File: src/hw/cmc_defs.svh
// constants for the console monitor command parser
`ifndef CMC_DEFS_SVH
`define CMC_DEFS_SVH
// characters, seven bit codes for parsing
`define CMC_CH_SLASH 7'h2f
`define CMC_CH_DOLLAR 7'h24
`define CMC_CH_R 7'h52
`define CMC_CH_S 7'h53
`define CMC_CH_G 7'h47
`define CMC_CH_P 7'h50
`define CMC_CH_H 7'h48
`define CMC_CH_DUMP 7'h13
`define CMC_CH_NUL7 7'h00
`define CMC_CH_STX7 7'h02
`define CMC_CH_BS7 7'h08
`define CMC_CH_CR7 7'h0d
`define CMC_CH_LF7 7'h0a
`define CMC_DIG_HI 4'h6
// characters generated internally, bit 7 clear
`define CMC_CH_CR 8'h0d
`define CMC_CH_LF 8'h0a
`define CMC_CH_AT 8'h40
`define CMC_CH_QM 8'h3f
`define CMC_CH_SP 8'h20
`define CMC_CH_NUL 8'h00
`define CMC_CH_0 8'h30
// addresses and fields
`define CMC_PSW_ADDR 22'h3ffffe
`define CMC_GPR_WIN 19'h7fff8
`define CMC_TRACE_BIT 4
`define CMC_PC_IDX 3'h7
`define CMC_WORD_STEP 16'h0002
`define CMC_DUMP_BYTES 4'h8
`define CMC_ENTRY_DIGITS 8
// timing
`define CMC_CLK_NS 8
`define CMC_INIT_NS 12600
`define CMC_WAIT_NS 110000
`define CMC_INIT_CYC ((`CMC_INIT_NS + `CMC_CLK_NS - 1) / `CMC_CLK_NS)
`define CMC_WAIT_CYC ((`CMC_WAIT_NS + `CMC_CLK_NS - 1) / `CMC_CLK_NS)
`define CMC_TIMER_W 16
`endif

File: src/hw/cmc_pkg.sv
// types shared by the console monitor files
package cmc_pkg;
  typedef enum logic [1:0] {TGT_GPR = 2'h0, TGT_PSW = 2'h1, TGT_FPS = 2'h2} cmc_tgt_t;
  typedef struct packed {
    logic we;
    cmc_tgt_t tgt;
    logic [2:0] idx;
    logic [1:0] spMode;
    logic [15:0] wdata;
  } cmc_reg_cmd_t;
  typedef struct packed {
    logic we;
    logic [21:0] addr;
    logic [15:0] wdata;
  } cmc_bus_cmd_t;
  typedef enum logic [4:0] {
    P1_IDLE = 5'h00, P2_REGDES = 5'h01, P6_RENT = 5'h03, P5_AENT = 5'h02,
    P3_AOPEN = 5'h06, P7_ADATA = 5'h07, P4_ROPEN = 5'h05, P8_RDATA = 5'h04,
    P9_PREV = 5'h0c, P10_DUMP = 5'h0d, S_EMIT = 5'h0f, S_ACC = 5'h0e,
    S_CLOSE = 5'h0a, S_GOREG = 5'h0b, S_GOINIT = 5'h09, S_GOWAIT = 5'h08,
    S_RUN = 5'h18, S_PCRD = 5'h19, S_DUMPRD = 5'h1b
  } cmc_state_t;
endpackage

File: src/hw/cmc_octal_entry.sv
// octal digit accumulator keeping the last few digits typed
`timescale 1ns/1ps
`default_nettype none
module cmc_octal_entry #(
  parameter int unsigned DIGITS = 8
) (
  // clock and control
  input wire logic core_clk,
  input wire logic rst_b,
  input wire logic clkEn,
  // digit stream
  input wire logic clr,
  input wire logic shift,
  input wire logic [2:0] dig,
  // accumulated value
  output logic [3*DIGITS-1:0] value_ff
);
  // older digits fall off the top, missing ones stay zero
  always_ff @(posedge core_clk) begin
    if (!rst_b) begin
      value_ff <= '0;
    end else if (clkEn) begin
      if (clr) begin
        value_ff <= '0;
      end else if (shift) begin
        value_ff <= {value_ff[3*DIGITS-4:0], dig};
      end
    end
  end
endmodule
`default_nettype wire

File: src/hw/cmc_delay.sv
// loadable down counter for the bus init timing
`timescale 1ns/1ps
`default_nettype none
module cmc_delay #(
  parameter int unsigned W = 16
) (
  // clock and control
  input wire logic core_clk,
  input wire logic rst_b,
  input wire logic clkEn,
  // load and status
  input wire logic load,
  input wire logic [W-1:0] loadVal,
  output logic zero
);
  logic [W-1:0] count_ff;
  // counts down to zero and rests there
  always_ff @(posedge core_clk) begin
    if (!rst_b) begin
      count_ff <= '0;
    end else if (clkEn) begin
      if (load) begin
        count_ff <= loadVal;
      end else if (count_ff != '0) begin
        count_ff <= count_ff - 1'b1;
      end
    end
  end
  assign zero = (count_ff == '0);
endmodule
`default_nettype wire

File: src/hw/cmc_console_monitor.sv
// console monitor command parser, top level
`timescale 1ns/1ps
`default_nettype none
`include "cmc_defs.svh"
module cmc_console_monitor
  import cmc_pkg::*;
#(
  parameter int unsigned WAIT_CYC = `CMC_WAIT_CYC
) (
  // clock and control
  input wire logic core_clk,
  input wire logic rst_b,
  input wire logic clkEn,
  // serial receive and transmit
  input wire logic rxValid,
  input wire logic [7:0] rxData,
  input wire logic txReady,
  output logic txValid_ff,
  output logic [7:0] txData_ff,
  // system bus access
  output logic busReq_ff,
  output var cmc_bus_cmd_t busCmd_ff,
  input wire logic busAck,
  input wire logic busTimeout,
  input wire logic [15:0] busRData,
  // processor register access
  output logic regReq_ff,
  output var cmc_reg_cmd_t regCmd_ff,
  input wire logic regAck,
  input wire logic [15:0] regRData,
  // processor state and bus lines
  input wire logic [15:0] psw,
  input wire logic instrBoundary,
  input wire logic busHaltLine_b,
  output logic busInitLine_b_ff,
  output logic consoleActive_ff
);
  localparam int unsigned INIT_CYC = `CMC_INIT_CYC;
  localparam int unsigned DIGS = `CMC_ENTRY_DIGITS;

  cmc_state_t state_ff, ret_ff;
  logic [79:0] buf_ff;
  logic [3:0] bufLen_ff;
  logic [21:0] locAddr_ff;
  logic [2:0] locIdx_ff, desIdx_ff;
  logic locIsReg_ff, locPsw_ff, locValid_ff, desPsw_ff;
  logic opWe_ff, lfClose_ff, dumpHi_ff, tLoad_ff, entClr_ff;
  logic [15:0] dumpAddr_ff, tVal_ff, rdW;
  logic [3:0] dumpCnt_ff;
  logic [1:0] goStep_ff;
  logic haltS1_b_ff, haltS2_b_ff;
  logic [3*DIGS-1:0] entVal;
  logic [6:0] ch;
  logic isDig, quiet, entShift, tZero, accDone, busDone;
  cmc_state_t promptSt;

  // six octal characters of a word, first character in the low byte
  function automatic logic [47:0] oct6(input logic [15:0] w);
    return {`CMC_CH_0 | {5'h0, w[2:0]}, `CMC_CH_0 | {5'h0, w[5:3]},
            `CMC_CH_0 | {5'h0, w[8:6]}, `CMC_CH_0 | {5'h0, w[11:9]},
            `CMC_CH_0 | {5'h0, w[14:12]}, `CMC_CH_0 | {7'h0, w[15]}};
  endfunction

  // character classes, bit 7 dropped for parsing
  always_comb begin
    ch = rxData[6:0];
    isDig = (ch[6:3] == `CMC_DIG_HI);
    quiet = (ch == `CMC_CH_NUL7) || (ch == `CMC_CH_STX7) || (ch == `CMC_CH_BS7) ||
            (ch == `CMC_CH_LF7);
    entShift = rxValid && isDig && (state_ff inside {P1_IDLE, P5_AENT, P9_PREV, P3_AOPEN,
               P7_ADATA, P4_ROPEN, P8_RDATA});
    busDone = busReq_ff && (busAck || busTimeout);
    accDone = busDone || (regReq_ff && regAck);
    rdW = regReq_ff ? regRData : busRData;
    promptSt = locValid_ff ? P9_PREV : P1_IDLE;
  end

  cmc_octal_entry #(.DIGITS(DIGS)) u_entry (
    .core_clk(core_clk), .rst_b(rst_b), .clkEn(clkEn), .clr(entClr_ff),
    .shift(entShift), .dig(ch[2:0]), .value_ff(entVal));

  cmc_delay #(.W(`CMC_TIMER_W)) u_delay (
    .core_clk(core_clk), .rst_b(rst_b), .clkEn(clkEn), .load(tLoad_ff),
    .loadVal(tVal_ff), .zero(tZero));

  // halt line synchroniser
  always_ff @(posedge core_clk) begin
    if (!rst_b) begin
      haltS1_b_ff <= 1'b1;
      haltS2_b_ff <= 1'b1;
    end else if (clkEn) begin
      haltS1_b_ff <= busHaltLine_b;
      haltS2_b_ff <= haltS1_b_ff;
    end
  end

  // parser, access sequencer and output engine
  always_ff @(posedge core_clk) begin
    if (!rst_b) begin
      state_ff <= P1_IDLE;
      ret_ff <= P1_IDLE;
      buf_ff <= '0;
      bufLen_ff <= 4'h0;
      locAddr_ff <= '0;
      locIdx_ff <= 3'h0;
      desIdx_ff <= 3'h0;
      {locIsReg_ff, locPsw_ff, locValid_ff, desPsw_ff} <= 4'h0;
      {opWe_ff, lfClose_ff, dumpHi_ff, tLoad_ff, entClr_ff} <= 5'h0;
      dumpAddr_ff <= 16'h0000;
      dumpCnt_ff <= 4'h0;
      tVal_ff <= 16'h0000;
      goStep_ff <= 2'h0;
      txValid_ff <= 1'b0;
      txData_ff <= 8'h00;
      busReq_ff <= 1'b0;
      busCmd_ff <= '0;
      regReq_ff <= 1'b0;
      regCmd_ff <= '0;
      busInitLine_b_ff <= 1'b1;
      consoleActive_ff <= 1'b1;
    end else if (clkEn) begin
      entClr_ff <= 1'b0;
      tLoad_ff <= 1'b0;
      unique case (state_ff)
        P1_IDLE, P2_REGDES, P3_AOPEN, P4_ROPEN, P5_AENT, P6_RENT, P7_ADATA, P8_RDATA,
        P9_PREV: if (rxValid) begin
          state_ff <= S_EMIT;
          buf_ff <= {72'h0, rxData};
          bufLen_ff <= 4'h1;
          if (isDig && (state_ff inside {P2_REGDES, P6_RENT})) begin
            desIdx_ff <= ch[2:0];
            desPsw_ff <= 1'b0;
            ret_ff <= P6_RENT;
          end else if (isDig) begin
            ret_ff <= (state_ff inside {P3_AOPEN, P7_ADATA}) ? P7_ADATA :
                      (state_ff inside {P4_ROPEN, P8_RDATA}) ? P8_RDATA : P5_AENT;
          end else if ((ch == `CMC_CH_R || ch == `CMC_CH_DOLLAR) &&
                       (state_ff inside {P1_IDLE, P9_PREV})) begin
            ret_ff <= P2_REGDES;
          end else if (ch == `CMC_CH_S && (state_ff inside {P2_REGDES, P6_RENT})) begin
            desPsw_ff <= 1'b1;
            ret_ff <= P6_RENT;
          end else if (ch == `CMC_CH_SLASH &&
                       (state_ff inside {P5_AENT, P6_RENT, P9_PREV})) begin
            if (state_ff == P5_AENT) begin
              locAddr_ff <= {entVal[21:1], 1'b0};
              locIsReg_ff <= ({entVal[21:1], 1'b0} == `CMC_PSW_ADDR);
              locPsw_ff <= ({entVal[21:1], 1'b0} == `CMC_PSW_ADDR);
            end else if (state_ff == P6_RENT) begin
              locIsReg_ff <= 1'b1;
              locPsw_ff <= desPsw_ff;
              locIdx_ff <= desIdx_ff;
            end
            locValid_ff <= 1'b1;
            opWe_ff <= 1'b0;
            ret_ff <= S_ACC;
          end else if ((ch == `CMC_CH_CR7 || ch == `CMC_CH_LF7) &&
                       (state_ff inside {P3_AOPEN, P4_ROPEN, P7_ADATA, P8_RDATA})) begin
            lfClose_ff <= (ch == `CMC_CH_LF7);
            opWe_ff <= (state_ff inside {P7_ADATA, P8_RDATA});
            ret_ff <= (state_ff inside {P7_ADATA, P8_RDATA}) ? S_ACC : S_CLOSE;
            if (ch == `CMC_CH_LF7) begin
              bufLen_ff <= 4'h0;
            end
          end else if (ch == `CMC_CH_G && (state_ff inside {P1_IDLE, P5_AENT, P9_PREV})) begin
            buf_ff <= {56'h0, `CMC_CH_NUL, `CMC_CH_NUL, rxData};
            bufLen_ff <= 4'h3;
            goStep_ff <= 2'h0;
            ret_ff <= S_GOREG;
          end else if (ch == `CMC_CH_P && (state_ff inside {P1_IDLE, P9_PREV})) begin
            ret_ff <= S_RUN;
          end else if (ch == `CMC_CH_DUMP && (state_ff inside {P1_IDLE, P9_PREV})) begin
            dumpHi_ff <= 1'b1;
            ret_ff <= P10_DUMP;
          end else if (ch == `CMC_CH_H && (state_ff inside {P1_IDLE, P9_PREV})) begin
            buf_ff <= {48'h0, `CMC_CH_AT, `CMC_CH_LF, `CMC_CH_CR, rxData};
            bufLen_ff <= 4'h4;
            ret_ff <= promptSt;
          end else begin
            buf_ff <= quiet ? {48'h0, `CMC_CH_AT, `CMC_CH_LF, `CMC_CH_CR, `CMC_CH_QM} :
                      {40'h0, `CMC_CH_AT, `CMC_CH_LF, `CMC_CH_CR, `CMC_CH_QM, rxData};
            bufLen_ff <= quiet ? 4'h4 : 4'h5;
            ret_ff <= promptSt;
          end
        end
        P10_DUMP: if (rxValid) begin
          if (dumpHi_ff) begin
            dumpAddr_ff[15:8] <= rxData;
            dumpHi_ff <= 1'b0;
          end else begin
            dumpAddr_ff[7:0] <= rxData;
            dumpCnt_ff <= 4'h0;
            state_ff <= S_DUMPRD;
          end
        end
        S_EMIT: if (!txValid_ff || txReady) begin
          txValid_ff <= (bufLen_ff != 4'h0);
          txData_ff <= buf_ff[7:0];
          buf_ff <= {8'h00, buf_ff[79:8]};
          if (bufLen_ff != 4'h0) begin
            bufLen_ff <= bufLen_ff - 4'h1;
          end else begin
            state_ff <= ret_ff;
            entClr_ff <= (ret_ff inside {P1_IDLE, P3_AOPEN, P4_ROPEN, P9_PREV});
            if (ret_ff == S_RUN) begin
              consoleActive_ff <= 1'b0;
            end
          end
        end
        S_ACC: if (accDone) begin
          busReq_ff <= 1'b0;
          regReq_ff <= 1'b0;
          state_ff <= S_EMIT;
          if (busReq_ff && busTimeout) begin
            buf_ff <= {48'h0, `CMC_CH_AT, `CMC_CH_LF, `CMC_CH_CR, `CMC_CH_QM};
            bufLen_ff <= 4'h4;
            ret_ff <= promptSt;
          end else if (!opWe_ff) begin
            buf_ff <= {24'h0, `CMC_CH_SP, oct6(rdW)};
            bufLen_ff <= 4'h7;
            ret_ff <= locIsReg_ff ? P4_ROPEN : P3_AOPEN;
          end else begin
            state_ff <= S_CLOSE;
          end
        end else if (!busReq_ff && !regReq_ff) begin
          if (locIsReg_ff) begin
            regReq_ff <= 1'b1;
            regCmd_ff.we <= opWe_ff;
            regCmd_ff.tgt <= locPsw_ff ? TGT_PSW : TGT_GPR;
            regCmd_ff.idx <= locIdx_ff;
            regCmd_ff.spMode <= psw[15:14];
            regCmd_ff.wdata <= entVal[15:0];
            if (locPsw_ff) begin
              regCmd_ff.wdata[`CMC_TRACE_BIT] <= psw[`CMC_TRACE_BIT];
            end
          end else if (locAddr_ff[21:3] == `CMC_GPR_WIN) begin
            buf_ff <= {48'h0, `CMC_CH_AT, `CMC_CH_LF, `CMC_CH_CR, `CMC_CH_QM};
            bufLen_ff <= 4'h4;
            ret_ff <= promptSt;
            state_ff <= S_EMIT;
          end else begin
            busReq_ff <= 1'b1;
            busCmd_ff <= '{we: opWe_ff, addr: locAddr_ff, wdata: entVal[15:0]};
          end
        end
        S_CLOSE: begin
          state_ff <= S_EMIT;
          if (lfClose_ff && !locPsw_ff) begin
            locIdx_ff <= locIdx_ff + 3'h1;
            if (!locIsReg_ff) begin
              locAddr_ff[15:0] <= locAddr_ff[15:0] + `CMC_WORD_STEP;
            end
            opWe_ff <= 1'b0;
            buf_ff <= {64'h0, `CMC_CH_LF, `CMC_CH_CR};
            bufLen_ff <= 4'h2;
            ret_ff <= S_ACC;
          end else begin
            buf_ff <= {56'h0, `CMC_CH_AT, `CMC_CH_LF, `CMC_CH_CR};
            bufLen_ff <= 4'h3;
            ret_ff <= P9_PREV;
            entClr_ff <= 1'b1;
          end
        end
        S_GOREG: if (regReq_ff && regAck) begin
          regReq_ff <= 1'b0;
          goStep_ff <= goStep_ff + 2'h1;
          if (goStep_ff == 2'h2) begin
            busInitLine_b_ff <= 1'b0;
            tLoad_ff <= 1'b1;
            tVal_ff <= 16'(INIT_CYC);
            state_ff <= S_GOINIT;
          end
        end else if (!regReq_ff) begin
          regReq_ff <= 1'b1;
          regCmd_ff.we <= 1'b1;
          regCmd_ff.idx <= `CMC_PC_IDX;
          regCmd_ff.spMode <= psw[15:14];
          regCmd_ff.tgt <= (goStep_ff == 2'h0) ? TGT_GPR :
                           (goStep_ff == 2'h1) ? TGT_FPS : TGT_PSW;
          regCmd_ff.wdata <= (goStep_ff == 2'h0) ? entVal[15:0] : 16'h0000;
        end
        S_GOINIT: if (!tLoad_ff && tZero) begin
          busInitLine_b_ff <= 1'b1;
          tLoad_ff <= 1'b1;
          tVal_ff <= 16'(WAIT_CYC);
          state_ff <= S_GOWAIT;
        end
        S_GOWAIT: if (!tLoad_ff && tZero) begin
          state_ff <= haltS2_b_ff ? S_RUN : S_PCRD;
          consoleActive_ff <= !haltS2_b_ff;
        end
        S_RUN: if (instrBoundary && !haltS2_b_ff) begin
          consoleActive_ff <= 1'b1;
          state_ff <= S_PCRD;
        end
        S_PCRD: if (regReq_ff && regAck) begin
          regReq_ff <= 1'b0;
          buf_ff <= {8'h0, `CMC_CH_AT, `CMC_CH_LF, `CMC_CH_CR, oct6(regRData)};
          bufLen_ff <= 4'h9;
          ret_ff <= promptSt;
          state_ff <= S_EMIT;
        end else if (!regReq_ff) begin
          regReq_ff <= 1'b1;
          regCmd_ff <= '{we: 1'b0, tgt: TGT_GPR, idx: `CMC_PC_IDX, spMode: psw[15:14],
                         wdata: 16'h0000};
        end
        S_DUMPRD: if (dumpCnt_ff == `CMC_DUMP_BYTES) begin
          buf_ff <= {56'h0, `CMC_CH_AT, `CMC_CH_LF, `CMC_CH_CR};
          bufLen_ff <= 4'h3;
          ret_ff <= promptSt;
          state_ff <= S_EMIT;
        end else if (busDone) begin
          busReq_ff <= 1'b0;
          state_ff <= S_EMIT;
          if (busTimeout) begin
            buf_ff <= {48'h0, `CMC_CH_AT, `CMC_CH_LF, `CMC_CH_CR, `CMC_CH_QM};
            bufLen_ff <= 4'h4;
            ret_ff <= promptSt;
          end else begin
            buf_ff <= {72'h0, dumpAddr_ff[0] ? busRData[15:8] : busRData[7:0]};
            bufLen_ff <= 4'h1;
            dumpAddr_ff <= dumpAddr_ff + 16'h0001;
            dumpCnt_ff <= dumpCnt_ff + 4'h1;
            ret_ff <= S_DUMPRD;
          end
        end else if (!busReq_ff) begin
          busReq_ff <= 1'b1;
          busCmd_ff <= '{we: 1'b0, addr: {6'h00, dumpAddr_ff[15:1], 1'b0}, wdata: 16'h0000};
        end
        default: state_ff <= P1_IDLE;
      endcase
    end
  end

  // checks: helper history and counters
  localparam int INIT_HI = `CMC_INIT_CYC + 2;
  localparam int WAIT_HI = int'(WAIT_CYC) + 2;
  logic [15:0] txHist_ff, initHi_ff, waitLo_ff;
  always_ff @(posedge core_clk) begin
    if (!rst_b) begin
      txHist_ff <= 16'hffff;
      initHi_ff <= 16'h0000;
      waitLo_ff <= 16'h0000;
    end else if (clkEn) begin
      if (txValid_ff && txReady) begin
        txHist_ff <= {txHist_ff[7:0], txData_ff};
      end
      initHi_ff <= busInitLine_b_ff ? 16'h0000 : initHi_ff + 16'h0001;
      waitLo_ff <= (state_ff == S_GOWAIT) ? waitLo_ff + 16'h0001 : 16'h0000;
    end
  end
endmodule
`default_nettype wire

File: config.mk
export PLATFORM = sky130hd
export DESIGN_NAME = cmc_console_monitor
export DESIGN_NICKNAME = d
export VERILOG_FILES = /design/src/hw/cmc_pkg.sv /design/src/hw/cmc_octal_entry.sv /design/src/hw/cmc_delay.sv /design/src/hw/cmc_console_monitor.sv
export VERILOG_INCLUDE_DIRS = /design/src /design/src/hw
export SDC_FILE = /design/constraint.sdc
export NUM_CORES = 1
export LEC_CHECK = 0
export ABC_AREA = 0
export ABC_CLOCK_PERIOD_IN_PS = 3800
export BUFFER_PORTS_ARGS = -buffer_cell sky130_fd_sc_hd__buf_2
export CAP_MARGIN = 25
export CORE_MARGIN = 3
export CORE_UTILIZATION = 55
export CTS_CLUSTER_DIAMETER = 120
export DETAILED_ROUTE_END_ITERATION = 6
export PLACE_DENSITY = 0.76
export SLEW_MARGIN = 20
export SYNTH_ARGS = -nofsm -noshare
export SYNTH_HDL_FRONTEND = slang
export SYNTH_SLANG_ARGS = --single-unit
File: constraint.sdc
create_clock -name core_clk -period 3.8 [get_ports core_clk]
set_input_delay 0.38 -clock core_clk [delete_from_list [all_inputs] [get_ports core_clk]]
set_output_delay 0.38 -clock core_clk [all_outputs]
set_load 0.01 [all_outputs]
# Word level (Yosys, flattened, before mapping)
# Cells that the tools add are included.
# totals
reg_bits	285
inputBits	66
output_inout_bits	76
elab_cells	471
# op_classes
add_sub_neg	7
n_eq_ne	94
mux	233
bitwise_logic	5
reduce_logical	92
# op_table
op	n
2-to-1 mux 80 bit	11
2-to-1 mux 39 bit	18
one-hot mux 80 bit (6 select lines)	1
2-to-1 mux 16 bit	20
2-to-1 mux 5 bit	36
2-to-1 mux 24 bit	7
2-to-1 mux 4 bit	25
one-hot mux 16 bit (2 select lines)	3
inequality test 2 bit (second input constant)	45
one-hot mux 39 bit (2 select lines)	1
one-hot mux 24 bit (3 select lines)	1
AND reduction 9 bit	7
2-to-1 mux 1 bit	58
one-hot mux 5 bit (11 select lines)	1
2-to-1 mux 3 bit	18
== test 5 x 4 -> 1 bit (second input constant)	9
2-to-1 mux 22 bit	2
AND reduction 11 bit	4
== test 7 bit (second input constant)	5
nonzero test 2 bit	16
2-to-1 mux 31 bit	1
== test 5 x 3 -> 1 bit (second input constant)	6
2-to-1 mux 2 bit	13
one-hot mux 5 bit (5 select lines)	1
57 further kinds	122

# Logic depth before layout (Yosys ltp)
# depth
word_depth	17
ltp_mapped	10
mapped_depth_nobuf	8

# Cells and area by module
# Synthesis repeated with hierarchy kept, for this count alone.
# unflattened
hier_cells	1576
area_unflattened_um2	12593.3
# by_module_without_submodules
module	instances	cells_per_inst	area_per_inst_um2	seq_area_each_um2
cmc_console_monitor	1	1360	10689.0	4023.9
cmc_delay	1	132	1076.0	320.3
cmc_octal_entry	1	84	828.3	480.5

# Worst setup path after synthesis
# OpenSTA, ideal clock, no wires.
# synth_timing
kind	in2reg
start	input rxData[6]
end	register locAddr_ff[1]
setup_ns	0.120
arrival_ns	2.337
required_ns	3.680
slack_ns	1.343
stages	7
n_path_buf	1
cell_sequence	or4bb_1 > a211o_1 > o32a_1 > or3b_1 > buf_2 > and2_1 > o31a_1
# synth_via
elab_chain_len	5
elab_cells_between_ends	16
classes_between	eq/ne: 10; reduce/logical: 6
# synth_lines
element	line_no	source
from (decl)	cmc_console_monitor.sv:16	input wire logic [7:0] rxData,
== test 7 bit (no source line) or == test 7 x 6 -> 1 bit (tied branches)	--	
logical OR 1 bit (no source line)	--	
logical AND 1 bit	cmc_console_monitor.sv:137	end else if ((ch == `CMC_CH_R || ch == `CMC_CH_DOLLAR) &&
inequality test 2 bit (no source line)	--	
AND reduction 11 bit (no source line) *	--	
to (signal assigned)	cmc_console_monitor.sv:146	locAddr_ff <= {entVal[21:1], 1'b0};
to (signal assigned)	cmc_console_monitor.sv:251	locAddr_ff[15:0] <= locAddr_ff[15:0] + `CMC_WORD_STEP;
to (decl)	cmc_console_monitor.sv:44	logic [21:0] locAddr_ff;
# Every way passes the cells marked *; elsewhere a longest branch is shown, timed or not.
# A chain may end at the register's enable or synchronous reset.

# Final worst setup path
# layout_timing
start	register state_ff[3]
end	register busCmd_ff[28] (netlist bit)
# layout_via
elab_chain_len	3
elab_cells_between_ends	12
classes_between	eq/ne: 9; mux: 1; reduce/logical: 2
# layout_lines
element	line_no	source
from (decl)	cmc_console_monitor.sv:41	cmc_state_t state_ff, ret_ff;
from (signal assigned)	cmc_console_monitor.sv:203	state_ff <= ret_ff;
from (signal assigned)	cmc_console_monitor.sv:289	state_ff <= haltS2_b_ff ? S_RUN : S_PCRD;
== test 5 x 4 -> 1 bit or == test 5 bit (tied branches)	cmc_console_monitor.sv:124	unique case (state_ff)
inequality test 2 bit (no source line) or nonzero test 2 bit (tied branches)	--	
AND reduction 9 bit (no source line)	--	
to (signal assigned)	cmc_console_monitor.sv:243	busCmd_ff <= '{we: opWe_ff, addr: locAddr_ff, wdata: entVal[15:0]};
to (signal assigned)	cmc_console_monitor.sv:328	busCmd_ff <= '{we: 1'b0, addr: {6'h00, dumpAddr_ff[15:1], 1'b0}, wdata: 16'h0000};
to (decl)	cmc_console_monitor.sv:22	output var cmc_bus_cmd_t busCmd_ff,
# Several ways; a longest one is shown, not always the timed one.

==> impl_metrics.prom <==
# TYPE chip_impl_metric gauge
chip_impl_metric{name="hold-worst-slack",unit="ns"} 0.0522
chip_impl_metric{name="post_synth_instance_area",unit="sq mm"} 0.0123
chip_impl_metric{name="ys_ff_latch",unit=""} 239
chip_impl_metric{name="path_buf_inv",unit=""} 1
chip_impl_info{name="cp_slowest_cell",value="sky130_fd_sc_hd__dfxtp_1"} 1
chip_impl_metric{name="worstMarginPinSlew",unit="ns"} 1.00
chip_impl_info{name="critPathCaptureType",value="register"} 1
chip_impl_info{name="layout_commonest_cell",value="sky130_fd_sc_hd__dfxtp_1"} 1
chip_impl_metric{name="post_cts_hold_buffer_count",unit=""} 0
chip_impl_info{name="commonest_cells_after_routing_fill_and_taps_aside",value="239 x sky130_fd_sc_hd__dfxtp_1, 181 x sky130_fd_sc_hd__nand2_1, 151 x sky130_fd_sc_hd__a21oi_1, 134 x sky130_fd_sc_hd__nor2_1, 128 x sky130_fd_sc_hd__buf_2"} 1
chip_impl_metric{name="die_h",unit="um"} 156
chip_impl_metric{name="die_area",unit="sq mm"} 0.0242
chip_impl_metric{name="yosysTopAreaCellShare",unit=""} 0.389
chip_impl_info{name="timing.critical_path.cells",value="nand3b_1 -> nor3_1 -> a21oi_1 -> a211oi_4 -> buf_4 -> nor2_1 -> a311oi_1"} 1
chip_impl_metric{name="grt_first_pass_wirelength",unit="um"} 60100
chip_impl_metric{name="highest_fanout_seen_on_the_critical_path",unit=""} 77
chip_impl_metric{name="route.final.wire_length",unit="um"} 37800
chip_impl_metric{name="initial_core_util",unit=""} 0.562
chip_impl_metric{name="ys_async_rst_share",unit=""} 0
chip_impl_metric{name="row_count",unit=""} 54
chip_impl_metric{name="final_layout_size_suffix_gt1_frac",unit=""} 0.166
chip_impl_info{name="worst_path_dominant_cell_family",value="simple AND/OR/NAND/NOR gates"} 1
chip_impl_metric{name="slowest_delay",unit="ns"} 0.85
chip_impl_metric{name="track_usage",unit=""} 0.298
chip_impl_metric{name="post-cts-setup-buffer-count",unit=""} 0
chip_impl_metric{name="cts_buffer_depth",unit=""} 3
chip_impl_metric{name="placeableCoreArea",unit="sq mm"} 0.0219
chip_impl_info{name="synth.top_cells.by_area",value="sky130_fd_sc_hd__dfxtp_1 39%, sky130_fd_sc_hd__a21oi_1 6.1%, sky130_fd_sc_hd__nand2_1 5.6%"} 1
chip_impl_metric{name="slew_headroom",unit=""} 0.328
chip_impl_metric{name="tritoncts_num_sinks",unit=""} 239
chip_impl_metric{name="vias",unit=""} 12400
chip_impl_metric{name="dieWidth",unit="um"} 156
chip_impl_metric{name="gr-total-overflow",unit=""} 0
chip_impl_metric{name="drcViolationCount",unit=""} 1
chip_impl_metric{name="yosys_warnings",unit=""} 0
chip_impl_metric{name="synthCells",unit=""} 1533
chip_impl_metric{name="vdd_drop_max",unit="mV"} 0.324
chip_impl_metric{name="antenna-diode-count",unit=""} 0
chip_impl_metric{name="worst_clock_skew",unit="ns"} 0.0142
chip_impl_metric{name="finalCritPeriodShare",unit=""} 0.835
chip_impl_info{name="outcome",value="finished with violations"} 1
chip_impl_metric{name="nNetsFinal",unit=""} 1683
chip_impl_metric{name="cellLeakagePower",unit="uW"} 0.00530
chip_impl_metric{name="avgViaCountPerCell",unit=""} 6.51
chip_impl_metric{name="routed_wire_length_per_instance",unit="um"} 19.8
chip_impl_metric{name="synth_edf_count",unit=""} 0
chip_impl_metric{name="timing.critical_path.arrival",unit="ns"} 3.61
chip_impl_metric{name="io_buffers",unit=""} 128
chip_impl_info{name="path_class",value="reg -> reg"} 1
chip_impl_metric{name="grt_antenna_before_repair",unit=""} 0
chip_impl_metric{name="grt_pass1_vias",unit=""} 11300
chip_impl_info{name="timing.critical_path.from_type",value="register"} 1
chip_impl_info{name="synth_top_flop_cell",value="sky130_fd_sc_hd__dfxtp_1"} 1
chip_impl_metric{name="routability_congestion",unit=""} 1.01
chip_impl_metric{name="layout_min_cycle_time",unit="ns"} 3.17
chip_impl_metric{name="maxCapViolCount",unit=""} 0
chip_impl_metric{name="synth-seq-area-share",unit=""} 0.389
chip_impl_info{name="cts_tree",value="done"} 1
chip_impl_metric{name="path_clk_slew",unit="ns"} 0.06
chip_impl_metric{name="tritoncts.num_buffers",unit=""} 26
chip_impl_metric{name="clock_latency",unit="ns"} 0.54
chip_impl_info{name="root_buffer",value="sky130_fd_sc_hd__clkbuf_16"} 1
chip_impl_metric{name="layout_stage_area_growth_over_the_synthesis_result",unit="%"} 14.3
chip_impl_metric{name="synthesis.nets",unit=""} 1610
chip_impl_metric{name="crit_required",unit="ns"} 4.24
chip_impl_metric{name="final_max_slew_viol_count",unit=""} 0
chip_impl_metric{name="detailedPlacementHpwl",unit="um"} 25800
chip_impl_metric{name="drt.antenna.violating_nets",unit=""} 0
chip_impl_metric{name="fin_tns_setup",unit="ns"} 0
chip_impl_metric{name="fmax",unit="GHz"} 0.315
chip_impl_metric{name="post_synth_num_cell_types",unit=""} 82
chip_impl_metric{name="power_per_cell_area",unit="mW/mm^2"} 530
chip_impl_metric{name="pin_count_of_the_biggest_net_entering_global_routing",unit=""} 78
chip_impl_metric{name="synthesis.area_per_instance",unit="sq um"} 8.02
chip_impl_metric{name="drtIter0Drc",unit=""} 1465
chip_impl_metric{name="ctsHtreeMaxLevel",unit=""} 1
chip_impl_info{name="rsz_0062_raised_after_global_routing",value="no"} 1
chip_impl_metric{name="number_of_top_level_pins",unit=""} 142
chip_impl_info{name="violations_in_the_final_reports",value="DRC"} 1
chip_impl_info{name="synth.largest_area_cell",value="sky130_fd_sc_hd__dfxtp_1"} 1
chip_impl_metric{name="hold_viol_final",unit=""} 0
chip_impl_metric{name="setup_violations",unit=""} 0
chip_impl_info{name="min_path_type",value="in -> reg"} 1
chip_impl_metric{name="post_cts.resized_instances",unit=""} 0
chip_impl_metric{name="dr.pass1.iters",unit=""} 7
## power by group
group | internal, uW | switching (uW)
Combinational | 661 | 1140
Sequential | 2710 | 204
Clock | 1670 | 1070
## tightest hold or removal path: stages
cell	delay (ns)
sky130_fd_sc_hd__buf_2	0.07
sky130_fd_sc_hd__mux2i_1	0.05
sky130_fd_sc_hd__nand2_1	0.06
## stage by stage
| stage | std cells | utilization | setup slack (ns) | total power, uW | cell area [sq um] |
|---|---|---|---|---|---|
| 2_1_floorplan | 1533 | - | 1.34 | 4260 | 12300 |
| 3_3_place_gp | 1857 | 0.599 | 0.674 | 4670 | 13100 |
| 3_5_place_dp | 1857 | 0.599 | 0.679 | 4710 | 13100 |
| 4_1_cts | 1904 | 0.642 | 0.660 | 7430 | 14000 |
| 5_1_grt | 1905 | 0.642 | 0.368 | 7770 | 14100 |
| 6_report | 1905 | 0.642 | 0.627 | 7450 | 14100 |
## per-layer routing
metal | share of wire | global-route usage
met1 | 0.43 | 0.418
met2 | 0.44 | 0.466
met3 | 0.095 | 0.0491
met4 | 0.034 | 0.107
met5 | 0 | 0
## synthesized netlist by cell type (all sizes together) (16+ instances only)
master / number
and2: 16
a311oi: 22
nand4: 22
nor2: 138
nand2b: 38
a211oi: 26
nand3: 70
o21ai: 77
dfxtp: 239
mux2i: 31
a21oi: 151
buf: 34
nand2: 182
inv: 29
nor3: 36
clkbuf: 89
a22o: 23
o221a: 16
## cells by family (layout without fill, tap and decap cells)
family	count (synthesis)	in the layout	share of synthesized area
DFF	239	239	0.389
muxes	40	40	0.0335
adders and majority gates	11	11	0.0112
AOI/OAI and AO/OA	477	477	0.264
xor gates and xnor gates	11	11	0.00783
buffers and inverters	152	244	0.0505
and+or+nand+nor	603	603	0.244
## path summary, 6_finish.rpt
| kind | slack [ns] | to | depth (start not counted) | start |
|---|---|---|---|---|
| worst min register to register | 0.43 | busCmd_ff[16] | 2 | busCmd_ff[16] |
| worst max register to register | 0.63 | busCmd_ff[28] | 7 | state_ff[3] |
| worst max-delay path | 0.63 | busCmd_ff[28] | 7 | state_ff[3] |
| worst min-delay path | 0.05 | haltS1_b_ff | 3 | busHaltLine_b |
## state kept, by name, indices dropped and copies added (netlist names), 2 cells and up
signal,cells
dumpCnt_ff,4
u_delay.count_ff,16
u_entry.value_ff,22
busCmd_ff,39
regCmd_ff,24
txData_ff,8
bufLen_ff,4
locIdx_ff,3
state_ff,5
dumpAddr_ff,16
buf_ff,48
goStep_ff,2
locAddr_ff,21
desIdx_ff,3
ret_ff,5
tVal_ff,3
## final cells by class
type                       count  area [sq um]
sequential                   239          4780
inverter                      29           111
multi-input combinational   1142          6930
clock buffer                  33           707
clock inverter                14           223
tap                          280           350
fill                        1910          7830
timing repair buffer         168           951
(Power assumes the default switching activity.)
